`src/include/epc_pkg.sv`:
```
// Package for the root-port control upper bits: offsets, fields, resets, types
package epc_pkg;

  localparam logic [7:0] PORT_STATUS_CONTROL_OFFSET = 8'h64;
  localparam logic [7:0] CONFIGURE_FLAG_REGISTER_OFFSET = 8'h60;

  // Field positions inside port_status_control
  localparam int WAKE_OC_BIT = 22;
  localparam int WAKE_DISC_BIT = 21;
  localparam int WAKE_CONN_BIT = 20;
  localparam int TEST_SEL_LSB = 16;
  localparam int OWNERSHIP_BIT = 13;
  localparam int POWER_BIT = 12;

  // Values after reset
  localparam logic RST_WAKE = 1'b0;
  localparam logic [3:0] RST_TEST_SEL = 4'h0;
  localparam logic RST_OWNERSHIP = 1'b1;
  localparam logic RST_POWER = 1'b0;

  // Test selector encodings
  localparam logic [3:0] TEST_DISABLED = 4'h0;
  localparam logic [3:0] TEST_J_STATE = 4'h1;
  localparam logic [3:0] TEST_K_STATE = 4'h2;
  localparam logic [3:0] TEST_SE0_NAK = 4'h3;
  localparam logic [3:0] TEST_PACKET = 4'h4;
  localparam logic [3:0] TEST_FORCE_ENABLE = 4'h5;

  typedef enum logic [2:0] {
    EPC_TM_NONE,
    EPC_TM_J,
    EPC_TM_K,
    EPC_TM_SE0_NAK,
    EPC_TM_PACKET,
    EPC_TM_FORCE_EN,
    EPC_TM_RESERVED
  } epc_test_mode_t;

  // Register write carrier
  typedef struct packed {
    logic wr_en;
    logic [7:0] addr;
    logic [31:0] wdata;
  } epc_reg_wr_t;

  // Port events from the lower port logic
  typedef struct packed {
    logic overcurrent;
    logic connect;
    logic disconnect;
  } epc_port_evt_t;

endpackage

```
`src/epc_port_control.sv`:
```
// Upper bits of the root-port status and control register
`timescale 1ns/10ps
//
// Contract
// - Overcurrent wake enable resets low; when set, overcurrent raises a wake event.
// - Disconnect wake enable resets low; when set, disconnect raises a wake event.
// - Connect wake enable resets low; when set, connect raises a wake event.
// - Test selector resets to zero; zero is normal, nonzero selects a test mode.
// - Selector 1 J, 2 K, 3 SE0_NAK, 4 packet, 5 force enable, rest reserved.
// - Ownership resets high and clears when the configure flag rises.
// - Ownership is held high while the configure flag is low.
// - Ownership high routes the port to the companion controller.
// - Without power control capability the port is always powered; power reads one.
// - With power control capability the power bit drives and shows the switch.
// - With power off the port is nonfunctional and reports no status changes.
// - Overcurrent on a powered, switchable port may clear the power bit.
// - Configure flag low routes ports to companion; high routes them here unless ownership is set.
module epc_port_control (
  // Clock and reset
  input wire logic clk_sys,
  input wire logic srst,
  // Register access
  input epc_pkg::epc_reg_wr_t reg_wr,
  input wire logic [7:0] rd_addr,
  output logic [31:0] rd_data,
  // Configuration
  input wire logic configure_flag,
  input wire logic power_control_capability,
  // Port events from pins, asynchronous
  input epc_pkg::epc_port_evt_t port_evt_pin,
  // Port side
  output logic port_power_switch,
  output logic route_to_companion,
  output logic port_functional,
  output logic [2:0] test_mode,
  output logic wake_event
);

  logic wake_on_overcurrent_enable;
  logic wake_on_disconnect_enable;
  logic wake_on_connect_enable;
  logic [3:0] port_test_selector;
  logic port_ownership;
  logic port_power;
  logic cf_prev;
  epc_pkg::epc_port_evt_t evt_meta;
  epc_pkg::epc_port_evt_t evt_sync;
  epc_pkg::epc_port_evt_t evt_prev;
  epc_pkg::epc_test_mode_t next_mode;
  logic [31:0] reg_value;
  logic psc_wr;
  logic oc_rise;
  logic conn_rise;
  logic disc_rise;

  assign psc_wr = reg_wr.wr_en && (reg_wr.addr == epc_pkg::PORT_STATUS_CONTROL_OFFSET);

  // Two-stage sync of pin events
  always_ff @(posedge clk_sys) begin
    if (srst) begin
      evt_meta <= '0;
      evt_sync <= '0;
      evt_prev <= '0;
    end else begin
      evt_meta <= port_evt_pin;
      evt_sync <= evt_meta;
      evt_prev <= evt_sync;
    end
  end

  assign oc_rise = evt_sync.overcurrent && !evt_prev.overcurrent;
  assign conn_rise = evt_sync.connect && !evt_prev.connect;
  assign disc_rise = evt_sync.disconnect && !evt_prev.disconnect;

  // Wake enables and test selector: plain read/write storage
  always_ff @(posedge clk_sys) begin
    if (srst) begin
      wake_on_overcurrent_enable <= epc_pkg::RST_WAKE;
      wake_on_disconnect_enable <= epc_pkg::RST_WAKE;
      wake_on_connect_enable <= epc_pkg::RST_WAKE;
      port_test_selector <= epc_pkg::RST_TEST_SEL;
    end else if (psc_wr) begin
      wake_on_overcurrent_enable <= reg_wr.wdata[epc_pkg::WAKE_OC_BIT];
      wake_on_disconnect_enable <= reg_wr.wdata[epc_pkg::WAKE_DISC_BIT];
      wake_on_connect_enable <= reg_wr.wdata[epc_pkg::WAKE_CONN_BIT];
      port_test_selector <= reg_wr.wdata[epc_pkg::TEST_SEL_LSB +: 4];
    end
  end

  // Ownership: flag low forces one, rising flag clears, else software
  always_ff @(posedge clk_sys) begin
    if (srst) begin
      cf_prev <= 1'b0;
      port_ownership <= epc_pkg::RST_OWNERSHIP;
    end else begin
      cf_prev <= configure_flag;
      if (!configure_flag) begin
        port_ownership <= 1'b1;
      end else if (!cf_prev) begin
        port_ownership <= 1'b0;
      end else if (psc_wr) begin
        port_ownership <= reg_wr.wdata[epc_pkg::OWNERSHIP_BIT];
      end
    end
  end

  // Power bit; overcurrent cut beats a software write in the same cycle
  always_ff @(posedge clk_sys) begin
    if (srst) begin
      port_power <= epc_pkg::RST_POWER;
    end else if (!power_control_capability) begin
      port_power <= 1'b1;
    end else if (port_power && evt_sync.overcurrent) begin
      port_power <= 1'b0;
    end else if (psc_wr) begin
      port_power <= reg_wr.wdata[epc_pkg::POWER_BIT];
    end
  end

  epc_test_decode u_test_decode (
    .sel(port_test_selector),
    .mode(next_mode)
  );

  always_comb begin
    reg_value = '0;
    reg_value[epc_pkg::WAKE_OC_BIT] = wake_on_overcurrent_enable;
    reg_value[epc_pkg::WAKE_DISC_BIT] = wake_on_disconnect_enable;
    reg_value[epc_pkg::WAKE_CONN_BIT] = wake_on_connect_enable;
    reg_value[epc_pkg::TEST_SEL_LSB +: 4] = port_test_selector;
    reg_value[epc_pkg::OWNERSHIP_BIT] = port_ownership;
    reg_value[epc_pkg::POWER_BIT] = port_power || !power_control_capability;
  end

  // Registered outputs
  always_ff @(posedge clk_sys) begin
    if (srst) begin
      rd_data <= '0;
      port_power_switch <= 1'b0;
      route_to_companion <= 1'b1;
      port_functional <= 1'b0;
      test_mode <= 3'h0;
      wake_event <= 1'b0;
    end else begin
      if (rd_addr == epc_pkg::PORT_STATUS_CONTROL_OFFSET) begin
        rd_data <= reg_value;
      end else begin
        rd_data <= '0;
      end
      port_power_switch <= port_power;
      route_to_companion <= port_ownership || !configure_flag;
      port_functional <= port_power;
      test_mode <= port_power ? next_mode : epc_pkg::EPC_TM_NONE;
      // Powered-off port reports nothing, so no wake either
      wake_event <= port_power &&
        ((wake_on_overcurrent_enable && oc_rise) ||
         (wake_on_disconnect_enable && disc_rise) ||
         (wake_on_connect_enable && conn_rise));
    end
  end

endmodule

```
`src/epc_test_decode.sv`:
```
// Decoder from the test selector field to a test mode
`timescale 1ns/10ps
module epc_test_decode (
  // Selector in
  input wire logic [3:0] sel,
  // Decoded mode out
  output epc_pkg::epc_test_mode_t mode
);

  always_comb begin
    case (sel)
      epc_pkg::TEST_DISABLED: mode = epc_pkg::EPC_TM_NONE;
      epc_pkg::TEST_J_STATE: mode = epc_pkg::EPC_TM_J;
      epc_pkg::TEST_K_STATE: mode = epc_pkg::EPC_TM_K;
      epc_pkg::TEST_SE0_NAK: mode = epc_pkg::EPC_TM_SE0_NAK;
      epc_pkg::TEST_PACKET: mode = epc_pkg::EPC_TM_PACKET;
      epc_pkg::TEST_FORCE_ENABLE: mode = epc_pkg::EPC_TM_FORCE_EN;
      default: mode = epc_pkg::EPC_TM_RESERVED;
    endcase
  end

endmodule

```
`config.mk`:
```
export PLATFORM = sky130hd
export DESIGN_NAME = epc_port_control
export DESIGN_NICKNAME = d
export VERILOG_FILES = /design/src/include/epc_pkg.sv /design/src/epc_port_control.sv /design/src/epc_test_decode.sv
export SDC_FILE = /design/constraint.sdc
export NUM_CORES = 1
export LEC_CHECK = 0
export ABC_AREA = 1
export BUFFER_PORTS_ARGS = -buffer_cell sky130_fd_sc_hd__buf_4
export CAP_MARGIN = 20
export CORE_MARGIN = 1
export CORE_UTILIZATION = 40
export CTS_CLUSTER_DIAMETER = 100
export DETAILED_ROUTE_END_ITERATION = 10
export PLACE_DENSITY = 0.83
export SLEW_MARGIN = 20
export SYNTH_ARGS = -nofsm -noshare
export SYNTH_HDL_FRONTEND = slang
export SYNTH_SLANG_ARGS = --single-unit
```
`constraint.sdc`:
```
create_clock -name clk_sys -period 1 [get_ports clk_sys]
set_input_delay 0 -clock clk_sys [delete_from_list [all_inputs] [get_ports clk_sys]]
set_output_delay 0 -clock clk_sys [all_outputs]
set_load 0.005 [all_outputs]
```
==> flow_summary.rst, run 1 <==
.. list-table::
   :header-rows: 1

   * - Metric
     - Value
   * - Final-stage net count
     - about 280
   * - Avg Vias per Cell
     - about 4.2
   * - Setup Skew
     - between 0.004 and 0.005 ns
   * - Maximum number of pins on one net before global-route repair
     - 18
   * - Critical-path top delay cell
     - sky130_fd_sc_hd__dfxtp_1
   * - Most numerous cell types in the synthesized netlist
     - sky130_fd_sc_hd__dfxtp_1 (34), sky130_fd_sc_hd__buf_4 (24), sky130_fd_sc_hd__inv_1 (23)
   * - Areal power density over the cells
     - between 1500 and 2000 nW/um^2
   * - Area growth, synth to finish
     - 43.3%
   * - Starting density of the core
     - around 43%
   * - Number of buffers added by the clock tree synthesis step
     - 5
   * - Dpl hpwl
     - between 1500 and 2000 um
   * - Peak supply drop
     - 0.000894 V
   * - Worst slack at placement
     - between 0.09 and 0.1 ns
   * - Boundary Pins
     - between 90 and 100
   * - Crit. End Element
     - flip-flop
   * - Avg Synthesized Cell Area
     - ~8.9 um^2
   * - Synth Warn #
     - 0
   * - Worst-Skew Late Latency
     - about 0.35 ns
   * - Routability cong.
     - ~0.86
   * - Length of the first detailed-routing pass in iterations
     - 4
   * - Total global-route track usage
     - roughly 17%
   * - Post-CTS setup buffer count
     - 0
   * - Hold Violations, Final
     - 0
   * - Minimum period implied by the final worst setup slack
     - ~0.87 ns
   * - Clock slew seen by the registers of the worst setup and hold paths
     - roughly 0.10 ns
   * - Synth top area cells
     - sky130_fd_sc_hd__dfxtp_1 (51%), sky130_fd_sc_hd__buf_4 (13%), sky130_fd_sc_hd__inv_1 (6.4%)
   * - Level count of the clock H-tree
     - 2
   * - Average routed wire per standard cell
     - 10.1 um
   * - Most repeated library cell on the critical path
     - sky130_fd_sc_hd__inv_2
   * - Area of the die
     - 3590 um^2
   * - Setup violation total in the final timing report
     - 0
   * - Sort of element at the start of the critical path
     - flip-flop
   * - CP Class
     - reg2reg
   * - Number of max-slew violations in the final report
     - 0
   * - Flip-flop cell with the highest count after synthesis
     - sky130_fd_sc_hd__dfxtp_1
   * - Share of post-route cells with drive strength above 1
     - 33.5%
   * - Minimum setup slack in the final design
     - around 0.13 ns
   * - Detailed Route Iter0 Violations
     - 21
   * - Die span in x
     - 59.9 um
   * - Most common cell in the netlist
     - sky130_fd_sc_hd__dfxtp_1
   * - Clock sink count
     - 34
   * - Post-synthesis cell type count
     - 25
   * - Maximum single-stage delay on the critical path
     - 0.36 ns
   * - Overflow left after global routing
     - 0
   * - Library cell with the largest summed area after synthesis
     - sky130_fd_sc_hd__dfxtp_1
   * - Die Span Y
     - between 50 and 60 um
   * - Mapped Area
     - approximately 1300 um^2
   * - Period utilisation layout
     - between 80 and 90%
   * - Result of the run
     - finished clean
   * - Number of enable-type register cells in the synthesized netlist
     - 0
   * - Post-route DRC violation count
     - 0
   * - Standby leakage power
     - between 0.9 and 1 nW
   * - Antenna cells
     - 0
   * - CTS Buffer Depth
     - 2
   * - Required @ worst endpoint
     - around 1.3 ns
   * - Path category of the worst min-delay check
     - in2reg
   * - Critical path, cell by cell
     - inv_2 -> nor2_2 -> inv_2 -> a2111oi_2
   * - Vias in the first global route
     - between 1,000 and 1,500
   * - Crit path arrival time
     - ~1.1 ns
   * - TritonCTS clock tree
     - done
   * - CP max FO
     - 3
   * - Area of the core region
     - between 3000 and 4000 um^2
   * - Yosys reg bits
     - 34
   * - Total negative setup slack
     - 0 ns
   * - Unrepaired setup endpoints after global routing
     - false
   * - Total length of routed wires
     - between 2000 and 3000 um
   * - Number of rows in the core area
     - 20
   * - Number of maximum-capacitance constraint violations
     - 0
   * - Buf/Inv on CP
     - 2
   * - First-pass GRT wire length
     - around 4200 um
   * - Ys async rst share
     - 0%
   * - Family with the most delay on the worst path
     - flip-flops
   * - Fmax
     - ~1200 MHz
   * - Area share of the leading cell type in the synthesized netlist
     - about half
   * - Port-buffer cells
     - 48
   * - Antenna-violating nets left
     - 0
   * - Via count
     - around 1,100
   * - Proportion of synthesized chip area in sequential cells
     - ~51%
   * - Initial antenna violation count
     - 0
   * - Cell count after synthesis
     - ~150
   * - CTS Root Cell
     - sky130_fd_sc_hd__clkbuf_4
[through the flow]
step                utilization (%)  power [mW]  hold slack [ns]  instance area (um^2)  cells
floorplan                         -        1.58           0.0847                  1430    173
global placement               53.3        1.64            0.202                  1670    242
detailed placement             53.3        1.64            0.205                  1670    242
CTS                            61.5        2.94           0.0110                  1920    265
global route                   61.5        3.04           0.0432                  1920    265
finish                         61.5        2.92           0.0148                  1920    265
[power breakdown]
part	leakage, nW	switching (mW)	internal [mW]
Combinational	0.570	0.118	0.157
Sequential	0.277	0.00970	1.38
Clock	0.0554	0.478	0.782
Total	0.902	0.605	2.32
[layout by cell type, fill, tap and decap left out, types with 2 or more instances in the layout]
cell / instances
sky130_fd_sc_hd__a21oi_1: 9
sky130_fd_sc_hd__buf_4: 51
sky130_fd_sc_hd__bufinv_16: 2
sky130_fd_sc_hd__clkbuf_4: 5
sky130_fd_sc_hd__conb_1: 23
sky130_fd_sc_hd__dfxtp_1: 34
sky130_fd_sc_hd__dlygate4sd3_1: 15
sky130_fd_sc_hd__inv_1: 23
sky130_fd_sc_hd__inv_2: 3
sky130_fd_sc_hd__nand2_1: 10
sky130_fd_sc_hd__nand2_2: 2
sky130_fd_sc_hd__nor2_1: 14
sky130_fd_sc_hd__nor2_4: 3
sky130_fd_sc_hd__nor3_1: 8
sky130_fd_sc_hd__o21ai_1: 7
[worst paths after layout]
| check | startpoint | endpoint | slack [ns] | depth (start not counted) |
|---|---|---|---|---|
| max | port_power$_SDFFE_PP0P_ | test_mode[0]$_SDFF_PP0_ | 0.13 | 4 |
| max reg2reg | port_power$_SDFFE_PP0P_ | test_mode[0]$_SDFF_PP0_ | 0.13 | 4 |
| min reg2reg | evt_meta[0]$_SDFF_PP0_ | evt_sync[0]$_SDFF_PP0_ | 0.41 | 2 |
| min | srst | wake_on_connect_enable$_SDFFE_PP0P_ | 0.01 | 4 |
[logic make-up (layout without fill, tap and decap cells)]
| kind of cell | Yosys count | after routing | synth area share (%) |
|---|---|---|---|
| buffers and inverters | 52 | 100 | 21.8 |
| AND/OR/NAND/NOR | 43 | 43 | 17.2 |
| flip-flops | 34 | 34 | 50.7 |
| AO/OA/AOI/OAI | 21 | 21 | 9.97 |
| other | 1 | 23 | 0.279 |
[layout make-up]
cell class | count | area, um^2
clock buffers | 5 | 37.5
inverters | 26 | 97.6
repair buffers | 66 | 533
multi-input cells | 87 | 452
fillers | 274 | 1200
flip-flops and latches | 34 | 681
well taps | 44 | 55.1
clock inverters | 3 | 68.8
[layer usage]
metal	GRT usage, %	wire, um	vias up
met1	16.2	1010	507
met2	29.5	1370	46
li1	-	-	559
met5	0	0	-
met4	13.0	112	0
met3	4.98	177	13
[registers in the layout, summed over array words and instances (netlist names)]
signal,flops
wake_on_overcurrent_enable,1
port_test_selector,4
port_functional,1
wake_on_disconnect_enable,1
evt_sync,3
evt_prev,3
port_ownership,1
route_to_companion,1
wake_event,1
wake_on_connect_enable,1
test_mode,3
cf_prev,1
rd_data,9
evt_meta,3
port_power,1
[tightest hold or removal path, cell delays in order]
cell and delay (ns):
sky130_fd_sc_hd__buf_4 0.10, sky130_fd_sc_hd__inv_1 0.11, sky130_fd_sc_hd__o21ai_2 0.08, sky130_fd_sc_hd__a21oi_2 0.03
[repair_timing]
action	4_1_cts	5_1_grt
hold buffers	15	0
hold endpoints to repair	19	0
gates resized for setup	0	0
Power figures use the tool's default switching activity.
==> inputs of run 2 (changes only) <==
--- a/config.mk
+++ b/config.mk
@@ -6,13 +6,13 @@
 export NUM_CORES = 1
 export LEC_CHECK = 0
 export ABC_AREA = 1
-export BUFFER_PORTS_ARGS = -buffer_cell sky130_fd_sc_hd__buf_4
+export BUFFER_PORTS_ARGS = -buffer_cell sky130_fd_sc_hd__clkbuf_2
 export CAP_MARGIN = 20
 export CORE_MARGIN = 1
 export CORE_UTILIZATION = 40
 export CTS_CLUSTER_DIAMETER = 100
 export DETAILED_ROUTE_END_ITERATION = 10
-export PLACE_DENSITY = 0.83
+export PLACE_DENSITY = 0.79
 export SLEW_MARGIN = 20
 export SYNTH_ARGS = -nofsm -noshare
 export SYNTH_HDL_FRONTEND = slang
==> flow_summary.rst, run 2 (synthesis results as in run 1) <==
.. list-table::
   :header-rows: 1

   * - Metric
     - Value
   * - Crit. End Element
     - flip-flop
   * - Minimum period implied by the final worst setup slack
     - around 0.93 ns
   * - Commonest cells after routing, fill and taps aside
     - sky130_fd_sc_hd__clkbuf_2 (48), sky130_fd_sc_hd__dfxtp_1 (34), sky130_fd_sc_hd__inv_1 (23), sky130_fd_sc_hd__conb_1 (23)
   * - Met1 Routed Length
     - between 900 and 1000 um
   * - Areal power density over the cells
     - between 1000 and 1500 nW/um^2
   * - TritonCTS clock tree
     - done
   * - Dpl hpwl
     - 1600 um
   * - Total negative setup slack
     - 0 ns
   * - Antenna cells
     - 0
   * - Avg Vias per Cell
     - ~4
   * - First-pass GRT wire length
     - between 3000 and 4000 um
   * - Beginning of the critical path
     - srst
   * - Die Span Y
     - approximately 60 um
   * - Required @ worst endpoint
     - between 1 and 1.5 ns
   * - Number of filler cells placed in the layout
     - around 300
   * - Maximum single-stage delay on the critical path
     - about 0.64 ns
   * - Average routed wire per standard cell
     - between 8 and 9 um
   * - Most frequent standard cell in the layout excluding fill and tap cells
     - sky130_fd_sc_hd__clkbuf_2
   * - Met2 layer wire length in the routed design
     - roughly 1200 um
   * - Level count of the clock H-tree
     - 2
   * - Number of flip-flops under the largest register name
     - 9
   * - Antenna-violating nets left
     - 0
   * - Standby leakage power
     - about 0.83 nW
   * - Clock sink count
     - 34
   * - Via count
     - 1,064
   * - Clock slew seen by the registers of the worst setup and hold paths
     - approximately 0.11 ns
   * - Detailed route wirelength on metal3
     - roughly 160 um
   * - Port-buffer cells
     - between 40 and 50
   * - Leading registers by flop count
     - rd_data (9), port_test_selector (4)
   * - Share of post-route cells with drive strength above 1
     - approximately 33%
   * - Routability cong.
     - 0.778
   * - CP max FO
     - 3
   * - Initial antenna violation count
     - 0
   * - Sort of element at the start of the critical path
     - primary input
   * - Fmax
     - approximately 1100 MHz
   * - Unrepaired setup endpoints after global routing
     - false
   * - Number of buffers added by the clock tree synthesis step
     - 5
   * - Result of the run
     - finished clean
   * - Number of rows in the core area
     - 20
   * - Maximum number of pins on one net before global-route repair
     - 18
   * - Crit path arrival time
     - ~1.2 ns
   * - Post-route DRC violation count
     - 0
   * - Setup violation total in the final timing report
     - 0
   * - Startpoint of the lowest-slack hold path
     - reg_wr[12]
   * - Starting density of the core
     - between 40% and 50%
   * - Area of the die
     - 3590 um^2
   * - Length of the first detailed-routing pass in iterations
     - 4
   * - Register with the most flip-flops
     - rd_data
   * - Worst-Skew Late Latency
     - 0.33 ns
   * - Family with the most delay on the worst path
     - buffers and inverters
   * - Setup Skew
     - between 0.01 and 0.015 ns
   * - Path category of the worst min-delay check
     - in2reg
   * - Buf/Inv on CP
     - 3
   * - Final-stage net count
     - about 270
   * - Detailed Route Iter0 Violations
     - 40
   * - Area growth, synth to finish
     - 29.7%
   * - Total global-route track usage
     - between 10% and 20%
   * - Die span in x
     - 59.9 um
   * - Period utilisation layout
     - approximately 93%
   * - Number of maximum-capacitance constraint violations
     - 0
   * - Hold Violations, Final
     - 0
   * - Critical path, cell by cell
     - clkbuf_2 -> dlygate4sd3_1 -> nor2_4 -> inv_2 -> a2111oi_2
   * - CP Class
     - in2reg
   * - Peak supply drop
     - around 0.00068 V
   * - Number of max-slew violations in the final report
     - 0
   * - Total length of routed wires
     - about 2300 um
   * - Post-layout util
     - a little under three fifths
   * - CTS Buffer Depth
     - 2
   * - CTS Root Cell
     - sky130_fd_sc_hd__clkbuf_4
   * - DR top layer
     - met4
   * - Area of the core region
     - roughly 3100 um^2
   * - Vias in the first global route
     - 918
   * - Critical-path top delay cell
     - sky130_fd_sc_hd__dlygate4sd3_1
   * - Worst reg2reg path startpoint
     - port_power$_SDFFE_PP0P_
   * - Boundary Pins
     - 95
   * - Overflow left after global routing
     - 0
==> run 2: layer usage <==
metal,vias up,global-route usage [%]
met4,0,7.31
li1,550,-
met5,-,0
met2,43,25.7
met3,2,6.71
met1,469,14.8
==> run 2: per-stage QoR <==
step | instances | total power, mW | hold slack (ns) | setup WS (ns) | instance area [um^2]
2_1_floorplan | 173 | 1.58 | 0.0847 | 0.192 | 1430
3_3_place_gp | 240 | 1.60 | 0.196 | 0.136 | 1530
3_5_place_dp | 240 | 1.60 | 0.196 | 0.103 | 1530
4_1_cts | 262 | 2.43 | 0.0307 | 0.0668 | 1740
5_1_grt | 262 | 2.55 | 0.0514 | 0.0274 | 1740
6_report | 262 | 2.40 | 0.0521 | 0.0653 | 1740
==> run 2: cell type report <==
type                    count  area [um^2]  share of cell area, %
clock inverters             2         12.5                  0.718
repair buffers             63          388                   22.3
clock buffers               6         51.3                   2.95
flip-flops and latches     34          681                   39.1
multi-input cells          87          457                   26.2
inverters                  26         97.6                   5.60
well taps                  44         55.1                   3.16
==> run 2: power by group <==
group	leakage [nW]	switching [mW]	total (mW)	internal [mW]
Combinational	0.523	0.114	0.227	0.113
Clock	0.0343	0.443	0.781	0.338
Sequential	0.277	0.00952	1.39	1.38
Total	0.834	0.566	2.40	1.83
==> run 2: worst paths after layout <==
| kind | cells after the start | endpoint | slack, ns |
|---|---|---|---|
| min | 5 | port_power$_SDFFE_PP0P_ | 0.05 |
| min reg2reg | 2 | evt_sync[0]$_SDFF_PP0_ | 0.41 |
| max | 5 | test_mode[0]$_SDFF_PP0_ | 0.07 |
| max reg2reg | 4 | test_mode[0]$_SDFF_PP0_ | 0.12 |
==> run 2: timing repair <==
item	4_1_cts	5_1_grt
hold buffers	14	0
endpoints found under the setup margin	0	1
resized for setup	0	1
buffers inserted	0	0
hold endpoints to repair	17	0
==> run 2: tightest hold or removal path: cells and delay by family <==
family                 cells  cell delay (ns)
and+or+nand+nor            2             0.18
buffers and inverters      2             0.12
AOI/OAI and AO/OA          1             0.05
